File: src/include/sosr_defs.svh
// Holds register offsets, field positions and reset values of the synth override/status slice.
// Assumes byte-wide registers decoded from a 12-bit register address.
`ifndef SOSR_DEFS_SVH
`define SOSR_DEFS_SVH

// ****************************************
// Register offsets
// ****************************************
`define SOSR_ADDR_W 12
`define SOSR_OFS_OVERRIDE 12'h04D
`define SOSR_OFS_UNNAMED 12'h04F
`define SOSR_OFS_SYNC_CTRL 12'h053
`define SOSR_OFS_ADC_TRIG 12'h054
`define SOSR_OFS_COUNT_LOW 12'h055
`define SOSR_OFS_COUNT_MID 12'h056
`define SOSR_OFS_COUNT_HIGH 12'h057
`define SOSR_OFS_STATUS 12'h058
`define SOSR_OFS_BIAS0 12'h059
`define SOSR_OFS_BIAS1 12'h05A
`define SOSR_OFS_TEMP_MAG 12'h05B
`define SOSR_OFS_TEMP_SIGN 12'h05C
`define SOSR_OFS_BAND_LOW 12'h05E
`define SOSR_OFS_BAND_HIGH 12'h05F

// ****************************************
// Field positions and reset values
// ****************************************
`define SOSR_OVR_CORE_BIT 0
`define SOSR_OVR_BAND_BIT 1
`define SOSR_OVR_BIAS_BIT 2
`define SOSR_SYNC_PD_BIT 6
`define SOSR_SYNC_LVDS_BIT 5
`define SOSR_SYNC_CLR_BIT 1
`define SOSR_ADC_START_BIT 0
`define SOSR_RESET_BYTE 8'h00
`define SOSR_BAND_W 9
`define SOSR_BIAS_W 6
`define SOSR_COUNT_W 24
`define SOSR_TEMP_W 9

`endif

File: src/include/sosr_pkg.sv
// Holds the shared types of the synth override/status slice.
// Assumes the constants header is compiled alongside.
package sosr_pkg;

    // ****************************************
    // Types
    // ****************************************
    typedef logic [7:0] sosr_byte_type;

    // Tracks one auxiliary converter request
    typedef enum logic [1:0] {
        SOSR_ADC_IDLE = 2'b00,
        SOSR_ADC_LAUNCH = 2'b01,
        SOSR_ADC_CONVERT = 2'b10
    } sosr_adc_state_type;

endpackage

File: src/core/sosr_regs.sv
// Holds the override, sync monitor, converter trigger and readback registers.
// Assumes a decoded byte port from the serial register interface, synchronous to clock.
`timescale 1ns/1ps
`include "sosr_defs.svh"

module sosr_regs (
    input wire logic clock,
    input wire logic rst,
    input wire logic [11:0] reg_addr,
    input wire logic [7:0] reg_wdata,
    input wire logic reg_write,
    input wire logic reg_read,
    output logic [7:0] reg_rdata,
    output logic reg_rvalid,
    input wire logic [8:0] auto_band,
    input wire logic auto_core,
    input wire logic [5:0] auto_bias_core0,
    input wire logic [5:0] auto_bias_core1,
    input wire logic [8:0] manual_band_value,
    input wire logic manual_core_value,
    input wire logic [5:0] manual_bias_value,
    output logic [8:0] selected_band,
    output logic selected_core,
    output logic [5:0] core0_bias_value,
    output logic [5:0] core1_bias_value,
    input wire logic sync_check_valid,
    input wire logic sync_check_pass,
    output logic sync_monitor_powerdown,
    output logic sync_receiver_lvds,
    output logic adc_convert_trigger,
    input wire logic adc_busy,
    input wire logic [8:0] chip_temp,
    input wire logic [23:0] freq_count_value,
    input wire logic table_build_busy,
    input wire logic delay_strobe_flag,
    input wire logic delay_direction_flag,
    input wire logic reference_ok,
    input wire logic calibration_active,
    input wire logic pll_locked,
    output logic [7:0] spare_control
);

    // ****************************************
    // Declarations
    // ****************************************
    sosr_pkg::sosr_byte_type override_reg;
    sosr_pkg::sosr_byte_type sync_reg;
    sosr_pkg::sosr_byte_type trigger_reg;
    sosr_pkg::sosr_byte_type status_byte;
    sosr_pkg::sosr_byte_type next_rdata;
    sosr_pkg::sosr_adc_state_type adc_state;
    sosr_pkg::sosr_adc_state_type next_adc_state;
    logic sync_ok;
    logic start_write;
    logic band_override_enable;
    logic core_override_enable;
    logic bias_override_enable;
    logic sync_monitor_latch_clear;

    // Write decode of the conversion trigger
    assign start_write = reg_write && (reg_addr == `SOSR_OFS_ADC_TRIG)
        && reg_wdata[`SOSR_ADC_START_BIT];

    // ****************************************
    // Writable registers
    // ****************************************
    // Override selects, reserved bits kept as stored
    always_ff @(posedge clock or posedge rst) begin
        if (rst) begin
            override_reg <= `SOSR_RESET_BYTE;
        end else if (reg_write && (reg_addr == `SOSR_OFS_OVERRIDE)) begin
            override_reg <= reg_wdata;
        end
    end

    // Spare control byte drives its own output
    always_ff @(posedge clock or posedge rst) begin
        if (rst) begin
            spare_control <= `SOSR_RESET_BYTE;
        end else if (reg_write && (reg_addr == `SOSR_OFS_UNNAMED)) begin
            spare_control <= reg_wdata;
        end
    end

    // Sync monitor control
    always_ff @(posedge clock or posedge rst) begin
        if (rst) begin
            sync_reg <= `SOSR_RESET_BYTE;
        end else if (reg_write && (reg_addr == `SOSR_OFS_SYNC_CTRL)) begin
            sync_reg <= reg_wdata;
        end
    end

    // Trigger register keeps only its start bit
    always_ff @(posedge clock or posedge rst) begin
        if (rst) begin
            trigger_reg <= `SOSR_RESET_BYTE;
        end else if (reg_write && (reg_addr == `SOSR_OFS_ADC_TRIG)) begin
            trigger_reg <= {7'h00, reg_wdata[`SOSR_ADC_START_BIT]};
        end
    end

    // Control bits taken straight from their flops
    assign band_override_enable = override_reg[`SOSR_OVR_BAND_BIT];
    assign core_override_enable = override_reg[`SOSR_OVR_CORE_BIT];
    assign bias_override_enable = override_reg[`SOSR_OVR_BIAS_BIT];
    assign sync_monitor_powerdown = sync_reg[`SOSR_SYNC_PD_BIT];
    assign sync_receiver_lvds = sync_reg[`SOSR_SYNC_LVDS_BIT];
    assign sync_monitor_latch_clear = sync_reg[`SOSR_SYNC_CLR_BIT];

    // ****************************************
    // Source selection
    // ****************************************
    // Band code from calibration or manual value
    sosr_source_select #(.WIDTH(`SOSR_BAND_W)) band_select (
        .clock(clock),
        .rst(rst),
        .override_enable(band_override_enable),
        .auto_value(auto_band),
        .manual_value(manual_band_value),
        .selected(selected_band)
    );

    // Core choice from calibration or manual value
    sosr_source_select #(.WIDTH(1)) core_select (
        .clock(clock),
        .rst(rst),
        .override_enable(core_override_enable),
        .auto_value(auto_core),
        .manual_value(manual_core_value),
        .selected(selected_core)
    );

    // Bias code of core 0
    sosr_source_select #(.WIDTH(`SOSR_BIAS_W)) bias0_select (
        .clock(clock),
        .rst(rst),
        .override_enable(bias_override_enable),
        .auto_value(auto_bias_core0),
        .manual_value(manual_bias_value),
        .selected(core0_bias_value)
    );

    // Bias code of core 1
    sosr_source_select #(.WIDTH(`SOSR_BIAS_W)) bias1_select (
        .clock(clock),
        .rst(rst),
        .override_enable(bias_override_enable),
        .auto_value(auto_bias_core1),
        .manual_value(manual_bias_value),
        .selected(core1_bias_value)
    );

    // ****************************************
    // Sync monitor latch
    // ****************************************
    sosr_sync_monitor_latch sync_latch (
        .clock(clock),
        .rst(rst),
        .powerdown(sync_monitor_powerdown),
        .latch_clear(sync_monitor_latch_clear),
        .check_valid(sync_check_valid),
        .check_pass(sync_check_pass),
        .sync_ok(sync_ok)
    );

    // ****************************************
    // Converter request
    // ****************************************
    // Launch one pulse, then wait for the converter to go idle
    always_comb begin
        next_adc_state = adc_state;
        case (adc_state)
            sosr_pkg::SOSR_ADC_IDLE: begin
                if (start_write) begin
                    next_adc_state = sosr_pkg::SOSR_ADC_LAUNCH;
                end
            end
            sosr_pkg::SOSR_ADC_LAUNCH: begin
                next_adc_state = sosr_pkg::SOSR_ADC_CONVERT;
            end
            sosr_pkg::SOSR_ADC_CONVERT: begin
                if (!adc_busy) begin
                    next_adc_state = sosr_pkg::SOSR_ADC_IDLE;
                end
            end
            default: begin
                next_adc_state = sosr_pkg::SOSR_ADC_IDLE;
            end
        endcase
    end

    // Request state
    always_ff @(posedge clock or posedge rst) begin
        if (rst) begin
            adc_state <= sosr_pkg::SOSR_ADC_IDLE;
        end else begin
            adc_state <= next_adc_state;
        end
    end

    // Start pulse, one cycle wide
    always_ff @(posedge clock or posedge rst) begin
        if (rst) begin
            adc_convert_trigger <= 1'b0;
        end else begin
            adc_convert_trigger <= (adc_state == sosr_pkg::SOSR_ADC_IDLE) && start_write;
        end
    end

    // ****************************************
    // Status and read path
    // ****************************************
    // Live status; only the sync flag is latched
    assign status_byte = {
        table_build_busy,
        sync_ok,
        delay_strobe_flag,
        delay_direction_flag,
        reference_ok,
        adc_busy || (adc_state != sosr_pkg::SOSR_ADC_IDLE),
        calibration_active,
        pll_locked
    };

    // Read multiplexer, unmapped offsets read zero
    always_comb begin
        case (reg_addr)
            `SOSR_OFS_OVERRIDE: next_rdata = override_reg;
            `SOSR_OFS_UNNAMED: next_rdata = spare_control;
            `SOSR_OFS_SYNC_CTRL: next_rdata = sync_reg;
            `SOSR_OFS_ADC_TRIG: next_rdata = trigger_reg;
            `SOSR_OFS_COUNT_LOW: next_rdata = freq_count_value[7:0];
            `SOSR_OFS_COUNT_MID: next_rdata = freq_count_value[15:8];
            `SOSR_OFS_COUNT_HIGH: next_rdata = freq_count_value[23:16];
            `SOSR_OFS_STATUS: next_rdata = status_byte;
            `SOSR_OFS_BIAS0: next_rdata = {2'b00, core0_bias_value};
            `SOSR_OFS_BIAS1: next_rdata = {2'b00, core1_bias_value};
            `SOSR_OFS_TEMP_MAG: next_rdata = chip_temp[7:0];
            `SOSR_OFS_TEMP_SIGN: next_rdata = {7'h00, chip_temp[8]};
            `SOSR_OFS_BAND_LOW: next_rdata = selected_band[7:0];
            `SOSR_OFS_BAND_HIGH: next_rdata = {6'h00, selected_core, selected_band[8]};
            default: next_rdata = `SOSR_RESET_BYTE;
        endcase
    end

    // Read data register; reading changes no state
    always_ff @(posedge clock or posedge rst) begin
        if (rst) begin
            reg_rdata <= `SOSR_RESET_BYTE;
            reg_rvalid <= 1'b0;
        end else begin
            reg_rvalid <= reg_read;
            if (reg_read) begin
                reg_rdata <= next_rdata;
            end
        end
    end
endmodule

File: src/core/sosr_source_select.sv
// Holds a registered choice between an automatic and a manual code.
// Assumes all inputs are synchronous to clock.
`timescale 1ns/1ps

module sosr_source_select #(
    parameter int WIDTH = 1
) (
    input wire logic clock,
    input wire logic rst,
    input wire logic override_enable,
    input wire logic [WIDTH-1:0] auto_value,
    input wire logic [WIDTH-1:0] manual_value,
    output logic [WIDTH-1:0] selected
);

    // ****************************************
    // Selection register
    // ****************************************
    // Manual code wins while the override is set
    always_ff @(posedge clock or posedge rst) begin
        if (rst) begin
            selected <= '0;
        end else begin
            selected <= override_enable ? manual_value : auto_value;
        end
    end

endmodule

File: src/core/sosr_sync_monitor_latch.sv
// Holds the output latch of the sync setup/hold monitor.
// Assumes check_valid pulses once per sync check, with check_pass valid beside it.
`timescale 1ns/1ps

module sosr_sync_monitor_latch (
    input wire logic clock,
    input wire logic rst,
    input wire logic powerdown,
    input wire logic latch_clear,
    input wire logic check_valid,
    input wire logic check_pass,
    output logic sync_ok
);

    // ****************************************
    // Output latch
    // ****************************************
    // Clear and power-down dominate a check result
    always_ff @(posedge clock or posedge rst) begin
        if (rst) begin
            sync_ok <= 1'b0;
        end else if (powerdown || latch_clear) begin
            sync_ok <= 1'b0;
        end else if (check_valid) begin
            sync_ok <= check_pass;
        end
    end
endmodule

File: config.mk
export PLATFORM = sky130hd
export DESIGN_NAME = sosr_regs
export DESIGN_NICKNAME = d
export VERILOG_FILES = /design/src/include/sosr_pkg.sv /design/src/core/sosr_regs.sv /design/src/core/sosr_source_select.sv /design/src/core/sosr_sync_monitor_latch.sv
export VERILOG_INCLUDE_DIRS = /design/src /design/src/include
export SDC_FILE = /design/constraint.sdc
export NUM_CORES = 1
export LEC_CHECK = 0
export BUFFER_PORTS_ARGS = -buffer_cell sky130_fd_sc_hd__buf_2
export CAP_MARGIN = 20
export CORE_MARGIN = 8
export CORE_UTILIZATION = 43
export DETAILED_ROUTE_END_ITERATION = 10
export GPL_TIMING_DRIVEN = 0
export PLACE_DENSITY = 0.86
export SLEW_MARGIN = 10
export SYNTH_ARGS = -nofsm -noshare
export SYNTH_HDL_FRONTEND = slang
export SYNTH_SLANG_ARGS = --single-unit
File: constraint.sdc
create_clock -name clock -period 1.95 [get_ports clock]
set_clock_uncertainty 0.05 [all_clocks]
set_input_delay 0.39 -clock clock [delete_from_list [all_inputs] [get_ports clock]]
set_output_delay 0.39 -clock clock [all_outputs]
set_load 0.03 [all_outputs]
---- After elaboration in Yosys (flattened, before gate mapping) ----
Index checks and enable logic that the tools add are counted.
cells by class
  equal/unequal tests ..................... 18
  reductions and logical operators ........ 12
  multiplexer cells ....................... 10
operators by type and width
  operator               number
  $eq A12 B7 Y1 const B  14
  $pmux W8 S14           1
  $mux W6                2
  $mux W9                1
  $logic_and A1 B1 Y1    6
  $pmux W2 S3            1
  $mux W2                2
  $ne A2 B2 Y1 const B   2
  $reduce_bool A2 Y1     2
  $mux W1                3
  $eq A2 B1 Y1 const B   1
  $eq A2 B2 Y1 const B   1
  $logic_not A2 Y1       1
  $logic_or A1 B1 Y1     2
  $reduce_and A2 Y1      1
word-level totals
  register bits ........................... 60
  output and inout bits ................... 42
  input port bits ......................... 104

---- Logic depth before layout (Yosys ltp) ----
  word-level depth ........................ 5
  depth in mapped cells ................... 7

---- By module ----
A second synthesis with hierarchy kept.
second synthesis, totals
  cells, all modules ...................... 290
  area total of the unflattened synthesis .. 3384.5 µm²
by module, submodules not included
  module                                  area an instance (µm²)  instances  cells each
  sosr_regs                               2406.1                  1          235
  sosr_source_select at bias0_select ...  255.2                   2          14
  sosr_source_select at band_select       375.4                   1          20
  sosr_sync_monitor_latch                 48.8                    1          4
  sosr_source_select at core_select       43.8                    1          3

---- Least setup slack after synthesis ----
No wires, ideal clock.
  kind .................................... input port to flip-flop
  start point ............................. input port reg_addr[10]
  end point ............................... register spare_control[1]
  cell stages on the path ................. 6
  arrival time ............................ 1.578 ns
  buffers on the path ..................... 1
  setup slack ............................. 0.197 ns
  cells stage by stage .................... nor4b_4 nand2_2 nor2_1 and3_1 buf_6 mux2_2
on the way
  longest elaborated chain between the ends .. 2
ends and longest elaborated chain
  what                    RTL line         RTL
  start: declaration      sosr_regs.sv:9   input wire logic [11:0] reg_addr,
  $eq A12 B7 Y1           n/a
  $logic_and A1 B1 Y1     sosr_regs.sv:80  end else if (reg_write && (reg_addr == `SOSR_OFS_UNNAMED)) begin
  end signal: assignment  sosr_regs.sv:79  spare_control <= `SOSR_RESET_BYTE;
  end signal: assignment  sosr_regs.sv:81  spare_control <= reg_wdata;
  end: declaration        sosr_regs.sv:40  output logic [7:0] spare_control
Every way passes these cells.
A chain may end at the register's enable or synchronous reset.

---- Final worst setup path ----
  start point ............................. input port reg_addr[2]
  end point ............................... register sync_reg[1]
on the way
  longest elaborated chain between the ends .. 2
ends and longest elaborated chain
  what                    RTL line         RTL
  $eq A12 B7 Y1           n/a
  $logic_and A1 B1 Y1     sosr_regs.sv:89  end else if (reg_write && (reg_addr == `SOSR_OFS_SYNC_CTRL)) begin
  end signal: assignment  sosr_regs.sv:88  sync_reg <= `SOSR_RESET_BYTE;
  end signal: assignment  sosr_regs.sv:90  sync_reg <= reg_wdata;
  end: declaration        sosr_regs.sv:47  sosr_pkg::sosr_byte_type sync_reg;
Every way passes these cells.

==> run summary <==
The flow ran to the end, and the final reports show no timing, DRC or antenna violations. In this run the vertical extent of the chip is 104 µm. STA classifies the critical path endpoint as a register. At the placement stage, the worst setup path has a slack of -148 ps. Among all flip-flop cells after synthesis, the most frequent one is sky130_fd_sc_hd__dfrtp_1.

The total buffers and inverters traversed by the critical path was 3. The worst setup path is of the in2reg kind. After clock tree synthesis, the clock-pin slew on the worst setup and hold paths is 80 ps. The number of antenna violations at the first check in global routing is 0, and the detailed router's first-iteration violation count is 225. The clock reaches the later pin of the worst-skew pair after 350 ps. The number of cell instances on the worst register-to-register path is 5, and the worst slack on hold paths is 69.2 ps. At the worst endpoint, the arrival time is 1970 ps.

Broken down by cell family, the worst path's largest delay share belongs to simple AND/OR/NAND/NOR gates. Dividing the detail-routed via count by the number of cells gives 5.50. At the end of the flow, the number of nets in the layout was 565.

Measured against its own limit, the worst slew margin works out to 57.3%. The tools report the total of warnings raised by yosys as 0. Count of cells resized by post-cts repair: 0. The die covers 10800 µm². Cell internal power was estimated by the tool at 2.18 mW. The critical path goes through buf_2 -> buf_4 -> nor3b_2 -> and3_1 -> buf_6 -> mux2_2. The number of flip-flops and latches in the synthesized netlist works out to 60. The area growth from synthesis to layout is 32.7%. Most common cell after layout, fill and taps aside: sky130_fd_sc_hd__buf_2. Dividing total power by cell area gives a power density of 678 nW/µm².

The run gives 0 as the number of max-slew violations in the final report. In this run the deepest clock path goes through 2 buffers. The multi-input combinational cells in the finished layout cover a total of 1560 µm².

In this run the mean area of a mapped cell was 10.8 µm². TritonCTS built the clock tree. Summed over all layers, the global routing overflow is 0. The register with the most flip-flops in the layout has 9 of them. 146 I/O pins were placed. For the pin with the worst max-slew slack, the measured transition is 639 ps.

Entering global routing, the biggest net connects 32 pins. Setup repair after global routing left no endpoint under its margin. The total global routing track utilization was 20.6%. Net switching is 26.8% of the power. In this run, synthesis inferred 0 flip-flops with an integrated enable.

In the synthesized netlist the async set-or-reset flop fraction comes to 100%. The kind of start point of the critical path is a primary input. Total inserted antenna cells: 0. The largest fanout on the critical path works out to 10. Counting every net in the synthesized netlist gives 411. The proportion of layout cells with a drive suffix above 1 was 48.3%. The congestion estimate from routability-driven global placement came to 0.882. The floorplan has 32 rows. The sequential cells in the finished layout cover a total of 1500 µm². The tools report the critical register-to-register path endpoint as reg_rdata[6].

The top register by number of flip-flops is band_select.selected. The worst register-to-register path begins at sync_reg[6]. The switching power was 0.799 mW. The origin of the worst setup path was reg_addr[2]. After technology mapping, the gate count stands at 307.

At the worst endpoint, the required time is 2130 ps. Path type of the worst min-delay path: in2async. In the layout the commonest cells are sky130_fd_sc_hd__buf_2, sky130_fd_sc_hd__dfrtp_1, sky130_fd_sc_hd__mux2_2. Post-CTS setup buffer count: 0. The first global-routing pass estimated 17400 µm of wire.

The critical path's largest stage delay works out to 540 ps. Dividing the detail-routed wire length by the instance count gives 19.8 µm. The final critical-path setup slack was 162 ps.

The clock sink count is 60, and the peak clock frequency supported by timing is 559 MHz. CTS placed an instance of sky130_fd_sc_hd__clkbuf_8 at the clock tree root. Setup violations remaining at the end of the flow were counted as 0. The hold violation total from the final report is 0, and the portion of total power attributed to combinational logic is 14.3%. The share of power burned in registers is 43.5%, and the number of filler instances in the final layout is 695. Endpoint of the worst setup timing path: sync_reg[1]. The fraction of power consumed by the clock network came out at 42.2%. The tools report the wire length reported by the detailed router as 11300 µm.

The critical path crosses 6 cells after its start point. Summed over its instances, the top area cell type makes up 45.4% of the synthesized netlist area. Yosys attributes the largest share of cell area to sky130_fd_sc_hd__dfrtp_1, sky130_fd_sc_hd__mux2_2, sky130_fd_sc_hd__o21ai_0, sky130_fd_sc_hd__buf_6, sky130_fd_sc_hd__mux2i_1. Input and output buffers added on the ports amount to 142. The first detailed-routing pass took 5 iterations. Dividing the final minimum period by the clock period gives 91.7%. The design draws 2.98 mW. The smallest clock period supported by the final layout is computed as 1790 ps. In this run the horizontal extent of the chip is 104 µm.

Detailed placement finished with a half-perimeter wire length of 8890 µm. After clock tree synthesis, the flow added hold-fix buffers numbering 0. The remaining number of nets flagged by the antenna check after routing came out at 0. For the placeable core area, the log shows 7610 µm².

Max-cap violations in this run came to 0. The worst-case register-to-register setup slack came out at 350 ps. The logs give 0.464 mV for the highest ir drop seen on vdd and 43.5% for the effective utilization at floorplan.

The total number of vias was 3124. Buffers inserted during clock tree synthesis total 9. The H-tree depth was 3; the number of remaining DRC errors was 0. The netlist uses 49 different library cells.

The tools report the post-synthesis sequential area ratio as 45.4%. For the via count of the first global-routing pass, the log shows 3387. The slowest cell on the critical path was sky130_fd_sc_hd__nor3b_2. The post-synthesis cell type with the largest combined area is sky130_fd_sc_hd__dfrtp_1. For this design the static power due to leakage is 2.27 nW.

In this run the cell area of the synthesized design comes to 3310 µm².
power groups by stage:
| stage | logic, mW | registers (mW) | clock network, mW |
|---|---|---|---|
| floorplan | 0.168 | 1.37 | 0 |
| finish | 0.427 | 1.29 | 1.26 |
| global route | 0.461 | 1.30 | 1.32 |
| global placement | 0.413 | 1.32 | 0 |
| CTS | 0.428 | 1.29 | 1.27 |
| detailed placement | 0.426 | 1.32 | 0 |
metal layers:
| metal | vias to the layer above | part of all wire, % | global-route usage (%) |
|---|---|---|---|
| met5 | - | 0 | 0 |
| met4 | 0 | 2.6 | 7.55 |
| met3 | 27 | 9.8 | 8.86 |
| met2 | 170 | 48 | 33.4 |
| met1 | 1490 | 39 | 23.6 |
| li1 | 1437 | - | - |
per-stage QoR:
| step | cells | cell area, µm² | util (%) | setup TNS [ps] |
|---|---|---|---|---|
| floorplan | 307 | 3310 | - | 0 |
| global placement | 551 | 4150 | 54.5 | -43140 |
| detailed placement | 552 | 4170 | 54.8 | -3120 |
| CTS | 568 | 4390 | 57.7 | 0 |
| global route | 568 | 4390 | 57.7 | 0 |
| finish | 568 | 4390 | 57.7 | 0 |
synth_stat cells (4+ instances only):
cell type                  instances
sky130_fd_sc_hd__inv_1            21
sky130_fd_sc_hd__nand4_1           6
sky130_fd_sc_hd__o21ai_0          29
sky130_fd_sc_hd__a22oi_1          11
sky130_fd_sc_hd__mux2_2           36
sky130_fd_sc_hd__nand3_1          10
sky130_fd_sc_hd__buf_2             4
sky130_fd_sc_hd__o211a_1           4
sky130_fd_sc_hd__and3_1            4
sky130_fd_sc_hd__a21oi_1           7
sky130_fd_sc_hd__o211ai_1          6
sky130_fd_sc_hd__dfrtp_1          60
sky130_fd_sc_hd__a32oi_1           5
sky130_fd_sc_hd__nand2_1          24
sky130_fd_sc_hd__mux2i_1          10
sky130_fd_sc_hd__buf_6            10
sky130_fd_sc_hd__nor2_1            7
sky130_fd_sc_hd__a31oi_1           4
final cells by class:
class | count | share of cell area (%)
Buffer | 21 | 3.90
Clock buffer | 9 | 2.82
Clock inverter | 7 | 2.28
Inverter | 21 | 1.80
Multi-Input combinational cell | 205 | 35.5
Sequential cell | 60 | 34.2
Tap cell | 102 | 2.91
Timing Repair Buffer | 143 | 16.6
worst reg2reg max path: cells and delay by family (launching register included):
| kind | cells | cell delay [ps] |
|---|---|---|
| compound gates | 4 | 760 |
| mux | 1 | 280 |
| flops | 1 | 410 |
cells by family after synthesis:
logic type | Yosys count | synth area share (%)
AND/OR/NAND/NOR | 79 | 14.6
AO/OA/AOI/OAI | 77 | 15.8
flip-flops | 60 | 45.4
multiplexers | 49 | 16.6
buffers and inverters | 42 | 7.56
worst min path at each step:
stage	startpoint	end	slack (ps)	cells after the start
floorplan	reg_read	reg_rvalid	370	0
global placement	adc_state[0]	adc_convert_trigger	410	1
detailed placement	sync_reg[0]	sync_reg[0]	430	1
CTS	rst	spare_control[0]	90	2
global route	rst	spare_control[0]	120	2
finish	rst	spare_control[0]	70	2
Power figures use the tool's default switching activity.
